===== config.mk =====
export PLATFORM = sky130hd
export DESIGN_NAME = mfp_pipeline
export DESIGN_NICKNAME = d
export VERILOG_FILES = /design/src/mfp_pkg.sv /design/src/mfp_fifo.sv /design/src/mfp_hdr_parse.sv /design/src/mfp_pipeline.sv
export SDC_FILE = /design/constraint.sdc
export NUM_CORES = 2
export LEC_CHECK = 0
export BUFFER_PORTS_ARGS = -buffer_cell sky130_fd_sc_hd__clkbuf_2
export CAP_MARGIN = 0
export CORE_AREA = 8 8 543 545
export DETAILED_ROUTE_END_ITERATION = 10
export DIE_AREA = 0 0 551 553
export PLACE_DENSITY = 0.53
export SLEW_MARGIN = 25
export SYNTH_ARGS = -nofsm -noshare
export SYNTH_HDL_FRONTEND = slang
export SYNTH_HIERARCHICAL = 1
export SYNTH_SLANG_ARGS = --single-unit

===== constraint.sdc =====
create_clock -name i_clock -period 7.38 [get_ports i_clock]
set_input_delay 0.369 -clock i_clock [delete_from_list [all_inputs] [get_ports i_clock]]
set_output_delay 0.369 -clock i_clock [all_outputs]
set_load 0.05 [all_outputs]

===== src/mfp_pkg.sv =====
// Behaviour
// - each security association picks which parsed header fields join its match.
// - standard mode: transmit keys DA, SA, tags, Ethertype; receive keys DA, SA, SecTAG.
// - single-tag bypass keeps outer tag clear; receive may key on it.
// - dual-tag bypass keeps both tags clear; receive may key on both.
// - EoMPLS header with one or two labels stays clear and is classifiable.
// - frames stream cut-through; output may start before input ends.
// - frame length is counted while data streams, never needed up front.
// - egress protects every input byte, padding included, ICV appended after.
// - ingress accepts padded frames and strips padding from short protected frames.
// - a late drop still emits the frame but marks abort.
// - a frame vanishes only on a flow-lookup drop with internal drop programmed, or when bypass and enable are both clear.
// - frames leave in arrival order; internally dropped ones are simply missing.
// - a full bypass path skips protection with lower latency.
// - ingress finds the real length from the short-length field, discards past ICV.
// - the ICV must sit where the SecTAG says, else integrity check fails.
// - short-length overclaim gives integrity failure or length error by shortfall size.
// - de-padding only for decrypted or validated frames, never bypass or drop.
// - egress growth is buffered and pause is requested toward the system.
// - timing protocol frames get the same transform as ordinary frames.
// - a non-transform stage dropping a streaming frame sets abort on its last word.
// - bypass bit skips transform; enable alone transforms; both clear drops all input.
// - egress writes short-length when the protected frame is under 64 bytes.
package mfp_pkg;

	localparam int MFP_MIN_FRAME    = 64;
	localparam int MFP_SECTAG_LEN   = 8;
	localparam int MFP_ICV_LEN      = 16;
	localparam int MFP_SL_OFS       = 3;
	localparam int MFP_SL_W         = 6;
	localparam int MFP_SL_WAIT_LEN  = MFP_MIN_FRAME - MFP_SECTAG_LEN - MFP_ICV_LEN;
	localparam int MFP_HDR_CAP      = 42;
	localparam int MFP_HDR_STD      = 12;
	localparam int MFP_HDR_TAG1     = 16;
	localparam int MFP_HDR_TAG2     = 20;
	localparam int MFP_HDR_MPLS1    = 30;
	localparam int MFP_HDR_MPLS2    = 34;
	localparam int MFP_TAG1_OFS     = 12;
	localparam int MFP_TAG2_OFS     = 16;
	localparam int MFP_LABEL1_OFS   = 14;
	localparam int MFP_LABEL2_OFS   = 18;
	localparam int MFP_CLIENT1_OFS  = 18;
	localparam int MFP_CLIENT2_OFS  = 22;
	localparam int MFP_ADDR_LEN     = 6;
	localparam int MFP_LOOK_DEPTH   = 64;
	localparam int MFP_OUT_DEPTH    = 8;
	localparam int MFP_PAUSE_XOFF   = 48;
	localparam int MFP_PAUSE_XON    = 16;
	localparam logic [15:0] MFP_SECTAG_ETYPE = 16'h88E5;
	localparam logic [15:0] MFP_TPID_C       = 16'h8100;
	localparam logic [15:0] MFP_TPID_S       = 16'h88A8;
	localparam logic [31:0] MFP_PN_INIT      = 32'h00000001;

	typedef enum logic [2:0] {
		MFP_MODE_STD   = 3'h0,
		MFP_MODE_TAG1  = 3'h1,
		MFP_MODE_TAG2  = 3'h2,
		MFP_MODE_MPLS1 = 3'h3,
		MFP_MODE_MPLS2 = 3'h4
	} mfp_mode_t;

	typedef enum logic [1:0] {
		MFP_ACT_PROTECT = 2'h0,
		MFP_ACT_BYPASS  = 2'h1,
		MFP_ACT_DROP    = 2'h2
	} mfp_action_t;

	typedef enum logic [2:0] {
		MFP_ST_IDLE  = 3'b000,
		MFP_ST_HDR   = 3'b001,
		MFP_ST_TAG   = 3'b011,
		MFP_ST_BODY  = 3'b010,
		MFP_ST_ICV   = 3'b110,
		MFP_ST_DRAIN = 3'b111,
		MFP_ST_DROP  = 3'b101
	} mfp_state_t;

	typedef struct packed {
		logic [7:0] data;
		logic       sop;
		logic       eop;
		logic [0:0] nbytes;
		logic       abort;
	} mfp_beat_t;

	typedef struct packed {
		logic [47:0] da;
		logic [47:0] sa;
		logic [15:0] tpid1;
		logic [11:0] vid1;
		logic [15:0] tpid2;
		logic [11:0] vid2;
		logic [15:0] etype;
		logic [31:0] label1;
		logic [31:0] label2;
		logic [63:0] sectag;
	} mfp_key_t;

	typedef struct packed {
		logic da;
		logic sa;
		logic tpid1;
		logic vid1;
		logic tpid2;
		logic vid2;
		logic etype;
		logic label1;
		logic label2;
		logic sectag;
	} mfp_fsel_t;

endpackage


===== src/mfp_fifo.sv =====
`timescale 1ns/1ns
`default_nettype none
module mfp_fifo #(
	parameter int WIDTH = 12,
	parameter int DEPTH = 8,
	parameter int LW    = $clog2(DEPTH) + 1
) (
	// clock and reset
	input  wire logic             i_clock,
	input  wire logic             i_rst,
	// fill side
	input  wire logic [WIDTH-1:0] i_data,
	input  wire logic             i_valid,
	output logic                  o_ready,
	// drain side
	output logic [WIDTH-1:0]      o_data,
	output logic                  o_valid,
	input  wire logic             i_ready,
	// fill level
	output logic [LW-1:0]         o_level
);
	localparam int AW = $clog2(DEPTH);

	logic [WIDTH-1:0] mem_reg [DEPTH];
	logic [AW:0]      wr_reg;
	logic [AW:0]      rd_reg;
	wire              push = i_valid && o_ready;
	wire              pop  = o_valid && i_ready;

	assign o_level = LW'(wr_reg - rd_reg);
	assign o_ready = o_level != LW'(DEPTH);
	assign o_valid = wr_reg != rd_reg;
	assign o_data  = mem_reg[rd_reg[AW-1:0]];

	always_ff @(posedge i_clock) begin
		if (push) begin
			mem_reg[wr_reg[AW-1:0]] <= i_data;
		end
	end

	always_ff @(posedge i_clock) begin
		if (i_rst) begin
			wr_reg <= '0;
			rd_reg <= '0;
		end else begin
			wr_reg <= wr_reg + (AW+1)'(push);
			rd_reg <= rd_reg + (AW+1)'(pop);
		end
	end
endmodule
`default_nettype wire


===== src/mfp_hdr_parse.sv =====
`timescale 1ns/1ns
`default_nettype none
module mfp_hdr_parse import mfp_pkg::*; #(
	parameter int N_SA = 4,
	parameter int IW   = (N_SA > 1) ? $clog2(N_SA) : 1
) (
	// clock and reset
	input  wire logic        i_clock,
	input  wire logic        i_rst,
	// observed input stream
	input  wire mfp_beat_t   i_beat,
	input  wire logic        i_take,
	// configuration
	input  wire logic        i_egress,
	input  wire mfp_mode_t   i_mode,
	// flow table
	input  wire mfp_key_t    i_sa_key [N_SA],
	input  wire mfp_fsel_t   i_sa_sel [N_SA],
	input  wire mfp_action_t i_sa_action [N_SA],
	input  wire mfp_action_t i_default_action,
	// results for the frame being taken
	output logic             o_cls_valid,
	output mfp_action_t      o_action,
	output logic [IW-1:0]    o_sa_index,
	output logic [5:0]       o_hdr_len,
	output logic [5:0]       o_sl,
	output logic [15:0]      o_len,
	output logic             o_done
);
	logic [MFP_HDR_CAP-1:0][7:0] hdr_reg;
	logic [15:0]                 len_reg;
	logic                        done_reg;
	mfp_key_t                    key;
	mfp_fsel_t                   allow;
	logic [N_SA-1:0]             hit;
	wire  [5:0]                  cbase;
	wire                         tag1_seen;
	wire                         tag2_seen;

	function automatic logic [15:0] get16(input logic [5:0] p);
		return {hdr_reg[p], hdr_reg[p + 6'h01]};
	endfunction

	function automatic logic [47:0] get48(input logic [5:0] p);
		return {get16(p), get16(p + 6'h02), get16(p + 6'h04)};
	endfunction

	function automatic logic fmatch(input mfp_key_t a, input mfp_key_t b, input mfp_fsel_t s);
		return (!s.da || a.da == b.da) && (!s.sa || a.sa == b.sa)
			&& (!s.tpid1 || a.tpid1 == b.tpid1) && (!s.vid1 || a.vid1 == b.vid1)
			&& (!s.tpid2 || a.tpid2 == b.tpid2) && (!s.vid2 || a.vid2 == b.vid2)
			&& (!s.etype || a.etype == b.etype) && (!s.label1 || a.label1 == b.label1)
			&& (!s.label2 || a.label2 == b.label2) && (!s.sectag || a.sectag == b.sectag);
	endfunction

	// length is counted as bytes arrive; nothing is known at sop
	always_ff @(posedge i_clock) begin
		if (i_rst) begin
			hdr_reg  <= '0;
			len_reg  <= '0;
			done_reg <= 1'b0;
		end else if (i_take && i_beat.sop) begin
			hdr_reg[0] <= i_beat.data;
			len_reg    <= 16'h0001;
			done_reg   <= i_beat.eop;
		end else if (i_take) begin
			if (len_reg < 16'(MFP_HDR_CAP)) begin
				hdr_reg[len_reg[5:0]] <= i_beat.data;
			end
			len_reg  <= len_reg + 16'h0001;
			done_reg <= done_reg | i_beat.eop;
		end
	end

	always_comb begin
		case (i_mode)
			MFP_MODE_TAG1:  o_hdr_len = 6'(MFP_HDR_TAG1);
			MFP_MODE_TAG2:  o_hdr_len = 6'(MFP_HDR_TAG2);
			MFP_MODE_MPLS1: o_hdr_len = 6'(MFP_HDR_MPLS1);
			MFP_MODE_MPLS2: o_hdr_len = 6'(MFP_HDR_MPLS2);
			default:        o_hdr_len = 6'(MFP_HDR_STD);
		endcase
	end

	assign cbase = (i_mode == MFP_MODE_MPLS1) ? 6'(MFP_CLIENT1_OFS)
		: (i_mode == MFP_MODE_MPLS2) ? 6'(MFP_CLIENT2_OFS) : 6'h00;
	assign tag1_seen = get16(6'(MFP_TAG1_OFS)) inside {MFP_TPID_C, MFP_TPID_S};
	assign tag2_seen = get16(6'(MFP_TAG2_OFS)) inside {MFP_TPID_C, MFP_TPID_S};

	always_comb begin
		key.da     = get48(cbase);
		key.sa     = get48(cbase + 6'(MFP_ADDR_LEN));
		key.tpid1  = get16(6'(MFP_TAG1_OFS));
		key.vid1   = 12'(get16(6'(MFP_TAG1_OFS + 2)));
		key.tpid2  = get16(6'(MFP_TAG2_OFS));
		key.vid2   = 12'(get16(6'(MFP_TAG2_OFS + 2)));
		key.label1 = {get16(6'(MFP_LABEL1_OFS)), get16(6'(MFP_LABEL1_OFS + 2))};
		key.label2 = {get16(6'(MFP_LABEL2_OFS)), get16(6'(MFP_LABEL2_OFS + 2))};
		key.sectag = {get48(o_hdr_len), get16(o_hdr_len + 6'h06)};
		// first non-tag ethertype on transmit; the MPLS ethertype in MPLS modes
		if (cbase != 6'h00 || !tag1_seen) begin
			key.etype = get16(6'(MFP_TAG1_OFS));
		end else if (!tag2_seen) begin
			key.etype = get16(6'(MFP_TAG2_OFS));
		end else begin
			key.etype = get16(6'(MFP_TAG2_OFS + 4));
		end
	end

	// fields hidden by encryption never take part in a receive match
	always_comb begin
		allow = '0;
		allow.da = 1'b1;
		allow.sa = 1'b1;
		if (i_mode == MFP_MODE_MPLS1 || i_mode == MFP_MODE_MPLS2) begin
			allow.etype  = 1'b1;
			allow.label1 = 1'b1;
			allow.label2 = i_mode == MFP_MODE_MPLS2;
			allow.sectag = !i_egress;
		end else if (i_egress) begin
			allow = '1;
			allow.label1 = 1'b0;
			allow.label2 = 1'b0;
			allow.sectag = 1'b0;
		end else begin
			allow.sectag = 1'b1;
			allow.tpid1  = i_mode != MFP_MODE_STD;
			allow.vid1   = i_mode != MFP_MODE_STD;
			allow.tpid2  = i_mode == MFP_MODE_TAG2;
			allow.vid2   = i_mode == MFP_MODE_TAG2;
		end
	end

	for (genvar g = 0; g < N_SA; g++) begin : g_sa
		assign hit[g] = fmatch(key, i_sa_key[g], mfp_fsel_t'(i_sa_sel[g] & allow));
	end

	// lowest matching entry wins
	always_comb begin
		o_action   = i_default_action;
		o_sa_index = '0;
		for (int k = N_SA - 1; k >= 0; k--) begin
			if (hit[k]) begin
				o_action   = i_sa_action[k];
				o_sa_index = IW'(k);
			end
		end
	end

	assign o_cls_valid = done_reg || len_reg >= 16'(MFP_HDR_CAP);
	assign o_sl        = hdr_reg[o_hdr_len + 6'(MFP_SL_OFS)][5:0];
	assign o_len       = len_reg;
	assign o_done      = done_reg;
endmodule
`default_nettype wire


===== src/mfp_pipeline.sv =====
`timescale 1ns/1ns
`default_nettype none
module mfp_pipeline import mfp_pkg::*; #(
	parameter int N_SA       = 4,
	parameter int LOOK_DEPTH = MFP_LOOK_DEPTH,
	parameter int OUT_DEPTH  = MFP_OUT_DEPTH,
	parameter int IW         = (N_SA > 1) ? $clog2(N_SA) : 1
) (
	// clock and reset
	input  wire logic         i_clock,
	input  wire logic         i_rst,
	// configuration
	input  wire logic         i_egress,
	input  wire mfp_mode_t    i_mode,
	input  wire logic         i_transform_bypass_enable,
	input  wire logic         i_protection_enable,
	input  wire logic         i_internal_drop_enable,
	input  wire logic [7:0]   i_tci_an,
	// flow table
	input  wire mfp_key_t     i_sa_key [N_SA],
	input  wire mfp_fsel_t    i_sa_sel [N_SA],
	input  wire mfp_action_t  i_sa_action [N_SA],
	input  wire mfp_action_t  i_default_action,
	// transform and post-processing results
	input  wire logic [127:0] i_icv,
	input  wire logic         i_late_drop,
	// frame input
	input  wire mfp_beat_t    i_in,
	input  wire logic         i_in_valid,
	output logic              o_in_ready,
	// frame output
	output mfp_beat_t         o_out,
	output logic              o_out_valid,
	input  wire logic         i_out_ready,
	// status
	output logic [IW-1:0]     o_sa_index,
	output logic              o_icv_fail,
	output logic              o_len_error,
	output logic              o_pause_req
);
	localparam int LLW = $clog2(LOOK_DEPTH) + 1;

	mfp_state_t   state_reg;
	mfp_state_t   state_next;
	logic [15:0]  cnt_reg;
	logic [15:0]  cnt_next;
	logic         prot_reg;
	logic         prot_next;
	logic         depad_reg;
	logic         depad_next;
	logic         mark_reg;
	logic         mark_next;
	logic         inab_reg;
	logic         inab_next;
	logic [31:0]  pn_reg;
	logic [31:0]  pn_next;
	logic [IW-1:0] sa_reg;
	logic [IW-1:0] sa_next;
	logic         pending_reg;
	logic         pending_next;
	logic         icv_fail_reg;
	logic         icv_fail_next;
	logic         len_err_reg;
	logic         len_err_next;
	logic         pause_reg;
	logic         pause_next;
	logic         commit;
	logic         pop;
	logic         em_valid;
	mfp_beat_t    em_beat;
	logic [7:0]   tag_byte;

	mfp_beat_t    head;
	logic         head_v;
	logic         look_rdy;
	logic [LLW-1:0] look_level;
	logic         out_rdy;
	logic         cls_valid;
	mfp_action_t  cls_action;
	logic [IW-1:0] cls_sa;
	logic [5:0]   hdr_len;
	logic [5:0]   p_sl;
	logic [15:0]  p_len;
	logic         p_done;

	wire drop_all   = !i_transform_bypass_enable && !i_protection_enable;
	wire take       = i_in_valid && o_in_ready && !drop_all;
	wire frame_byp  = i_transform_bypass_enable || cls_action == MFP_ACT_BYPASS;
	wire sl_ready   = p_done || p_len >= 16'(MFP_SL_WAIT_LEN);
	wire late_abort = mark_reg || i_late_drop;
	wire [3:0] tag_idx = 4'(MFP_SECTAG_LEN) - cnt_reg[3:0];
	wire [4:0] icv_sel = cnt_reg[4:0] - 5'h01;
	wire [15:0] short_by = cnt_reg - 16'h0001;
	wire [5:0] sl_egress = (p_done && p_len < 16'(MFP_SL_WAIT_LEN))
		? 6'(p_len - 16'(hdr_len)) : 6'h00;

	// a second frame may not start while the first is still being classified
	assign o_in_ready = drop_all || (look_rdy && !(i_in.sop && pending_reg));

	mfp_hdr_parse #(
		.N_SA (N_SA)
	) u_parse (
		.i_clock          (i_clock),
		.i_rst            (i_rst),
		.i_beat           (i_in),
		.i_take           (take),
		.i_egress         (i_egress),
		.i_mode           (i_mode),
		.i_sa_key         (i_sa_key),
		.i_sa_sel         (i_sa_sel),
		.i_sa_action      (i_sa_action),
		.i_default_action (i_default_action),
		.o_cls_valid      (cls_valid),
		.o_action         (cls_action),
		.o_sa_index       (cls_sa),
		.o_hdr_len        (hdr_len),
		.o_sl             (p_sl),
		.o_len            (p_len),
		.o_done           (p_done)
	);

	// lookahead holds the head of a frame until its short length is known
	mfp_fifo #(
		.WIDTH ($bits(mfp_beat_t)),
		.DEPTH (LOOK_DEPTH)
	) u_look (
		.i_clock (i_clock),
		.i_rst   (i_rst),
		.i_data  (i_in),
		.i_valid (take),
		.o_ready (look_rdy),
		.o_data  (head),
		.o_valid (head_v),
		.i_ready (pop),
		.o_level (look_level)
	);

	mfp_fifo #(
		.WIDTH ($bits(mfp_beat_t)),
		.DEPTH (OUT_DEPTH)
	) u_out (
		.i_clock (i_clock),
		.i_rst   (i_rst),
		.i_data  (em_beat),
		.i_valid (em_valid),
		.o_ready (out_rdy),
		.o_data  (o_out),
		.o_valid (o_out_valid),
		.i_ready (i_out_ready),
		.o_level ()
	);

	always_comb begin
		case (tag_idx)
			4'h0:    tag_byte = MFP_SECTAG_ETYPE[15:8];
			4'h1:    tag_byte = MFP_SECTAG_ETYPE[7:0];
			4'h2:    tag_byte = i_tci_an;
			4'h3:    tag_byte = {2'b00, sl_egress};
			4'h4:    tag_byte = pn_reg[31:24];
			4'h5:    tag_byte = pn_reg[23:16];
			4'h6:    tag_byte = pn_reg[15:8];
			default: tag_byte = pn_reg[7:0];
		endcase
	end

	// frames are emitted in the order they sit in the lookahead
	always_comb begin
		state_next    = state_reg;
		cnt_next      = cnt_reg;
		prot_next     = prot_reg;
		depad_next    = depad_reg;
		mark_next     = mark_reg;
		inab_next     = inab_reg;
		pn_next       = pn_reg;
		sa_next       = sa_reg;
		icv_fail_next = 1'b0;
		len_err_next  = 1'b0;
		commit        = 1'b0;
		pop           = 1'b0;
		em_valid      = 1'b0;
		em_beat       = head;
		case (state_reg)
			MFP_ST_IDLE: begin
				// full bypass does not wait for classification
				if (head_v && (i_transform_bypass_enable || cls_valid)) begin
					sa_next    = cls_sa;
					depad_next = 1'b0;
					inab_next  = 1'b0;
					prot_next  = 1'b0;
					mark_next  = 1'b0;
					cnt_next   = 16'(hdr_len);
					if (frame_byp) begin
						commit     = 1'b1;
						state_next = MFP_ST_BODY;
					end else if (cls_action == MFP_ACT_DROP && i_internal_drop_enable) begin
						commit     = 1'b1;
						state_next = MFP_ST_DROP;
					end else if (cls_action == MFP_ACT_DROP) begin
						commit     = 1'b1;
						mark_next  = 1'b1;
						state_next = MFP_ST_BODY;
					end else begin
						prot_next  = 1'b1;
						state_next = MFP_ST_HDR;
					end
				end
			end
			MFP_ST_HDR, MFP_ST_TAG: begin
				if (state_reg == MFP_ST_TAG && i_egress) begin
					em_valid = sl_ready;
					em_beat  = '{data: tag_byte, sop: 1'b0, eop: 1'b0, nbytes: 1'b1, abort: 1'b0};
				end else begin
					em_valid = head_v;
					pop      = head_v && out_rdy;
				end
				if (em_valid && out_rdy) begin
					if (pop && head.eop) begin
						// frame ended inside its header: pass it on as failed
						em_beat.abort = 1'b1;
						commit        = 1'b1;
						state_next    = MFP_ST_IDLE;
					end else if (cnt_reg != 16'h0001) begin
						cnt_next = cnt_reg - 16'h0001;
					end else if (state_reg == MFP_ST_HDR) begin
						cnt_next   = 16'(MFP_SECTAG_LEN);
						state_next = MFP_ST_TAG;
					end else begin
						commit     = 1'b1;
						state_next = MFP_ST_BODY;
						if (i_egress) begin
							pn_next = pn_reg + 32'h00000001;
						end else begin
							depad_next = p_sl != 6'h00;
							cnt_next   = 16'(p_sl) + 16'(MFP_ICV_LEN);
						end
					end
				end
			end
			MFP_ST_BODY: begin
				em_valid = head_v;
				pop      = head_v && out_rdy;
				if (pop) begin
					if (depad_reg && cnt_reg == 16'h0001) begin
						// last ICV byte reached; anything after it is padding
						em_beat.eop   = 1'b1;
						em_beat.abort = head.abort || late_abort;
						state_next    = head.eop ? MFP_ST_IDLE : MFP_ST_DRAIN;
					end else if (head.eop && depad_reg) begin
						em_beat.abort = 1'b1;
						icv_fail_next = short_by <= 16'(MFP_ICV_LEN);
						len_err_next  = short_by > 16'(MFP_ICV_LEN);
						state_next    = MFP_ST_IDLE;
					end else if (head.eop && prot_reg && i_egress) begin
						// padding stays protected; the ICV follows it
						em_beat.eop   = 1'b0;
						em_beat.abort = 1'b0;
						inab_next     = head.abort;
						cnt_next      = 16'(MFP_ICV_LEN);
						state_next    = MFP_ST_ICV;
					end else if (head.eop) begin
						em_beat.abort = head.abort || late_abort;
						state_next    = MFP_ST_IDLE;
					end else if (depad_reg) begin
						cnt_next = cnt_reg - 16'h0001;
					end
				end
			end
			MFP_ST_ICV: begin
				em_valid = 1'b1;
				em_beat  = '{data: i_icv[icv_sel*8 +: 8], sop: 1'b0, eop: cnt_reg == 16'h0001,
					nbytes: 1'b1, abort: cnt_reg == 16'h0001 && (late_abort || inab_reg)};
				if (out_rdy) begin
					cnt_next   = cnt_reg - 16'h0001;
					state_next = (cnt_reg == 16'h0001) ? MFP_ST_IDLE : MFP_ST_ICV;
				end
			end
			MFP_ST_DRAIN, MFP_ST_DROP: begin
				pop = head_v;
				if (head_v && head.eop) begin
					state_next = MFP_ST_IDLE;
				end
			end
			default: begin
				state_next = MFP_ST_IDLE;
			end
		endcase
	end

	assign pending_next = (take && i_in.sop) ? 1'b1 : (commit ? 1'b0 : pending_reg);

	// pause hysteresis on the lookahead, which is where egress growth piles up
	assign pause_next = (look_level >= LLW'(MFP_PAUSE_XOFF)) ? 1'b1
		: (look_level <= LLW'(MFP_PAUSE_XON)) ? 1'b0 : pause_reg;

	always_ff @(posedge i_clock) begin
		if (i_rst) begin
			state_reg    <= MFP_ST_IDLE;
			cnt_reg      <= '0;
			prot_reg     <= 1'b0;
			depad_reg    <= 1'b0;
			mark_reg     <= 1'b0;
			inab_reg     <= 1'b0;
			pn_reg       <= MFP_PN_INIT;
			sa_reg       <= '0;
			pending_reg  <= 1'b0;
			icv_fail_reg <= 1'b0;
			len_err_reg  <= 1'b0;
			pause_reg    <= 1'b0;
		end else begin
			state_reg    <= state_next;
			cnt_reg      <= cnt_next;
			prot_reg     <= prot_next;
			depad_reg    <= depad_next;
			mark_reg     <= mark_next;
			inab_reg     <= inab_next;
			pn_reg       <= pn_next;
			sa_reg       <= sa_next;
			pending_reg  <= pending_next;
			icv_fail_reg <= icv_fail_next;
			len_err_reg  <= len_err_next;
			pause_reg    <= pause_next;
		end
	end

	assign o_sa_index  = sa_reg;
	assign o_icv_fail  = icv_fail_reg;
	assign o_len_error = len_err_reg;
	assign o_pause_req = pause_reg;
endmodule
`default_nettype wire


==> qor.txt <==
SYNTHESIS
--------------------------------------------------------------------------------------------------------
Post-synthesis average cell area ..........................................................     10.8 µm²
Post-synthesis instance area ..............................................................    80000 µm²
Yosys Warn Count ..........................................................................            6
Gate count after technology mapping .......................................................         7429
Total nets after synthesis ................................................................         8861

CLOCKING
--------------------------------------------------------------------------------------------------------
CTS buffer count ..........................................................................          150
Post-cts resize count .....................................................................            0
Buffer cell driving the clock tree root ................................................... sky130_fd_sc_hd__clkbuf_16
Later-pin clock latency in the skew report ................................................       820 ps
CTS tree ..................................................................................         done
Bufs on Longest Clock Path ................................................................            3
Clock sink count ..........................................................................         1300
H-tree levels .............................................................................            4
Post-CTS clock slew at the launch and capture registers of the worst setup and hold paths .        60 ps

WORST SETUP PATH
--------------------------------------------------------------------------------------------------------
Cell with the most instances on the worst path ............................................ sky130_fd_sc_hd__buf_4
Worst-path maximum fanout .................................................................            7
Critical path buffer and inverter count ...................................................            3
Cell class contributing the biggest share of worst-path delay ............................. compound AO/OA/AOI/OAI gates
Worst Setup End Kind ......................................................................    flip-flop
Delay of the slowest cell on the worst path ...............................................      1000 ps
Slowest stage cell on the critical path ................................................... sky130_fd_sc_hd__dfxtp_1
FF-to-FF path depth .......................................................................           20
WP data arrival ...........................................................................      7390 ps
Data required time at the worst endpoint ..................................................      8080 ps
Critical path start-end classification ....................................................      reg2reg
Launching element type of the critical path ...............................................    flip-flop
CP Cell Sequence .......................................................................... mux2i_1 > a22oi_1 > nand2_1 > xnor2_1 > a2111oi_0 > buf_4 > nand4_1 > nor4_1 > buf_4 > nand4_1 > o41ai_2 > buf_4 > and4bb_2 > mux2i_1 > o31ai_2 > nor2b_1 > a211o_1 > o21a_1 > or3_1 > a311oi_1
Cell count along the critical path ........................................................           20

STATUS
--------------------------------------------------------------------------------------------------------
Run status ................................................................................ finished, final reports clean

WORST HOLD PATH
--------------------------------------------------------------------------------------------------------
Hold Path Class ...........................................................................       in2reg
Depth of the worst hold-timing path .......................................................            1

POWER AND IR DROP
--------------------------------------------------------------------------------------------------------
Share of power burned in registers ........................................................        38.1%
Maximum resistive drop on vdd .............................................................       214 µV
Internal portion of total power ...........................................................      14.3 mW
Switching Share ...........................................................................        31.8%
Overall power of the completed layout .....................................................      20.9 mW
Static power due to leakage ...............................................................      37.0 nW
NetSw .....................................................................................      6.66 mW
Part of the total power dissipated in combinational logic .................................        24.5%
Clock group share of total power ..........................................................        37.4%
Power density over cell area ..............................................................   210 nW/µm²

STA
--------------------------------------------------------------------------------------------------------
Final number of max-transition violations .................................................            0
Max-slew headroom at the worst pin ........................................................        19.6%
Post-route fraction of the period consumed by the critical path ...........................        90.7%
Max Clk Rate ..............................................................................      149 MHz
Final setup violating endpoints ...........................................................            0
Hold violation count in the final report ..................................................            0
Worst hold-check slack ....................................................................      66.7 ps
Setup total negative slack ................................................................         0 ps
Tmin final ................................................................................      6700 ps
RSZ-0062 raised after global routing ......................................................        false
Post-route clock skew .....................................................................      62.6 ps
Slew at the pin closest to its max-slew limit .............................................      1200 ps

DETAILED ROUTING
--------------------------------------------------------------------------------------------------------
Post-route DRC ............................................................................            0
Wire per inst .............................................................................      41.9 µm
First-pass detailed-route iteration total .................................................            6
Routed Wire Length ........................................................................    544000 µm
Count of routing violations after the opening detailed-route iteration ....................        10430
Antenna Violating Nets Remaining ..........................................................            0
Vias per std cell .........................................................................         5.90
Count of vias placed by the detailed router ...............................................        76585

GRT
--------------------------------------------------------------------------------------------------------
GR Util All Layers ........................................................................        33.9%
Total global routing overflow .............................................................            0
Via count of the first global-routing pass ................................................        73521
Pin count of the biggest net entering global routing ......................................          176
Initial antenna violation count ...........................................................          108
First-pass GRT wire length ................................................................    703000 µm

RUN
--------------------------------------------------------------------------------------------------------
Max-Cap Viols .............................................................................            0

CELLS AND AREA
--------------------------------------------------------------------------------------------------------
Final #Nets ...............................................................................        10455
Area growth syn-to-layout .................................................................        24.8%
Max FFs per register ......................................................................          768
Layout cell share with drive strength beyond 1 ............................................        29.6%

FLOORPLANNING
--------------------------------------------------------------------------------------------------------
Die height ................................................................................       553 µm
Boundary pin count ........................................................................         1413
Number of rows in the core area ...........................................................          197
Die Wd ....................................................................................       551 µm
Initial Utilization .......................................................................        27.9%
Die Outline Area ..........................................................................   305000 µm²
Core ar. ..................................................................................   286000 µm²

PLACEMENT
--------------------------------------------------------------------------------------------------------
Buffers added on ports ....................................................................         1412
Placer Congestion .........................................................................         1.06
Detailed placement HPWL ...................................................................    429000 µm

[metrics by stage]
stage	util (%)	cells	setup WS [ps]	cell area (µm²)
after global routing	34.8	12956	499	99700
after floorplan	-	7429	718	80000
after detailed placement	32.9	12644	274	94300
after CTS	34.8	12923	666	99600
after global placement	32.9	12643	236	94300
final	34.8	12973	684	99800
[placed cells by master, fill, tap and decap left out, types with 150 or more instances in the layout]
master,instances
sky130_fd_sc_hd__nand4_1,193
sky130_fd_sc_hd__clkbuf_2,1401
sky130_fd_sc_hd__mux4_2,244
sky130_fd_sc_hd__xor2_1,625
sky130_fd_sc_hd__clkbuf_16,153
sky130_fd_sc_hd__buf_4,562
sky130_fd_sc_hd__xnor2_1,519
sky130_fd_sc_hd__edfxtp_1,864
sky130_fd_sc_hd__nand2_1,355
sky130_fd_sc_hd__nor4_1,150
sky130_fd_sc_hd__nand3_1,200
sky130_fd_sc_hd__dfxtp_1,410
sky130_fd_sc_hd__mux2i_1,462
sky130_fd_sc_hd__o21ai_0,170
sky130_fd_sc_hd__a21oi_1,305
sky130_fd_sc_hd__inv_1,180
sky130_fd_sc_hd__nor2_1,560
[cell type report]
type | count | area [µm²]
Fill cell | 29042 | 187000
Clock buffer | 187 | 4040
Sequential cell | 1300 | 34700
Timing Repair Buffer | 1994 | 11800
Tap cell | 3781 | 4730
Antenna cell | 44 | 110
Multi-Input combinational cell | 5390 | 42500
Clock inverter | 90 | 1190
Inverter | 187 | 708
[power by group through the flow]
stage	combinational, mW	clock [mW]	sequential [mW]
floorplan	2.79	0	8.05
global placement	4.96	0	8.11
detailed placement	4.98	0	8.12
CTS	5.00	7.96	7.96
global route	5.31	8.24	7.97
finish	5.12	7.83	7.97
[layer usage]
metal | wire (µm) | GRT usage, % | vias up | part of all wire, %
li1 | - | - | 31430 | -
met1 | 222000 | 44.3 | 38944 | 41
met2 | 237000 | 51.5 | 5031 | 44
met3 | 51400 | 8.60 | 1146 | 9.4
met4 | 33800 | 17.7 | 34 | 6.2
met5 | 211 | 0 | - | 0.039
[what timing repair did]
action | CTS | global route
endpoints found under the hold margin | 3 | 0
buffers inserted | 0 | 0
hold buffers | 2 | 0
[worst paths after layout]
path         slack (ps)               endpoint                 start
min reg2reg         460               inab_reg              inab_reg
max reg2reg         680           state_reg[0]  u_parse/hdr_reg[201]
max                 680           state_reg[0]  u_parse/hdr_reg[201]
min                  70  u_look/mem_reg[42][7]               i_in[7]
No activity file was read; power rests on OpenSTA's default activity.
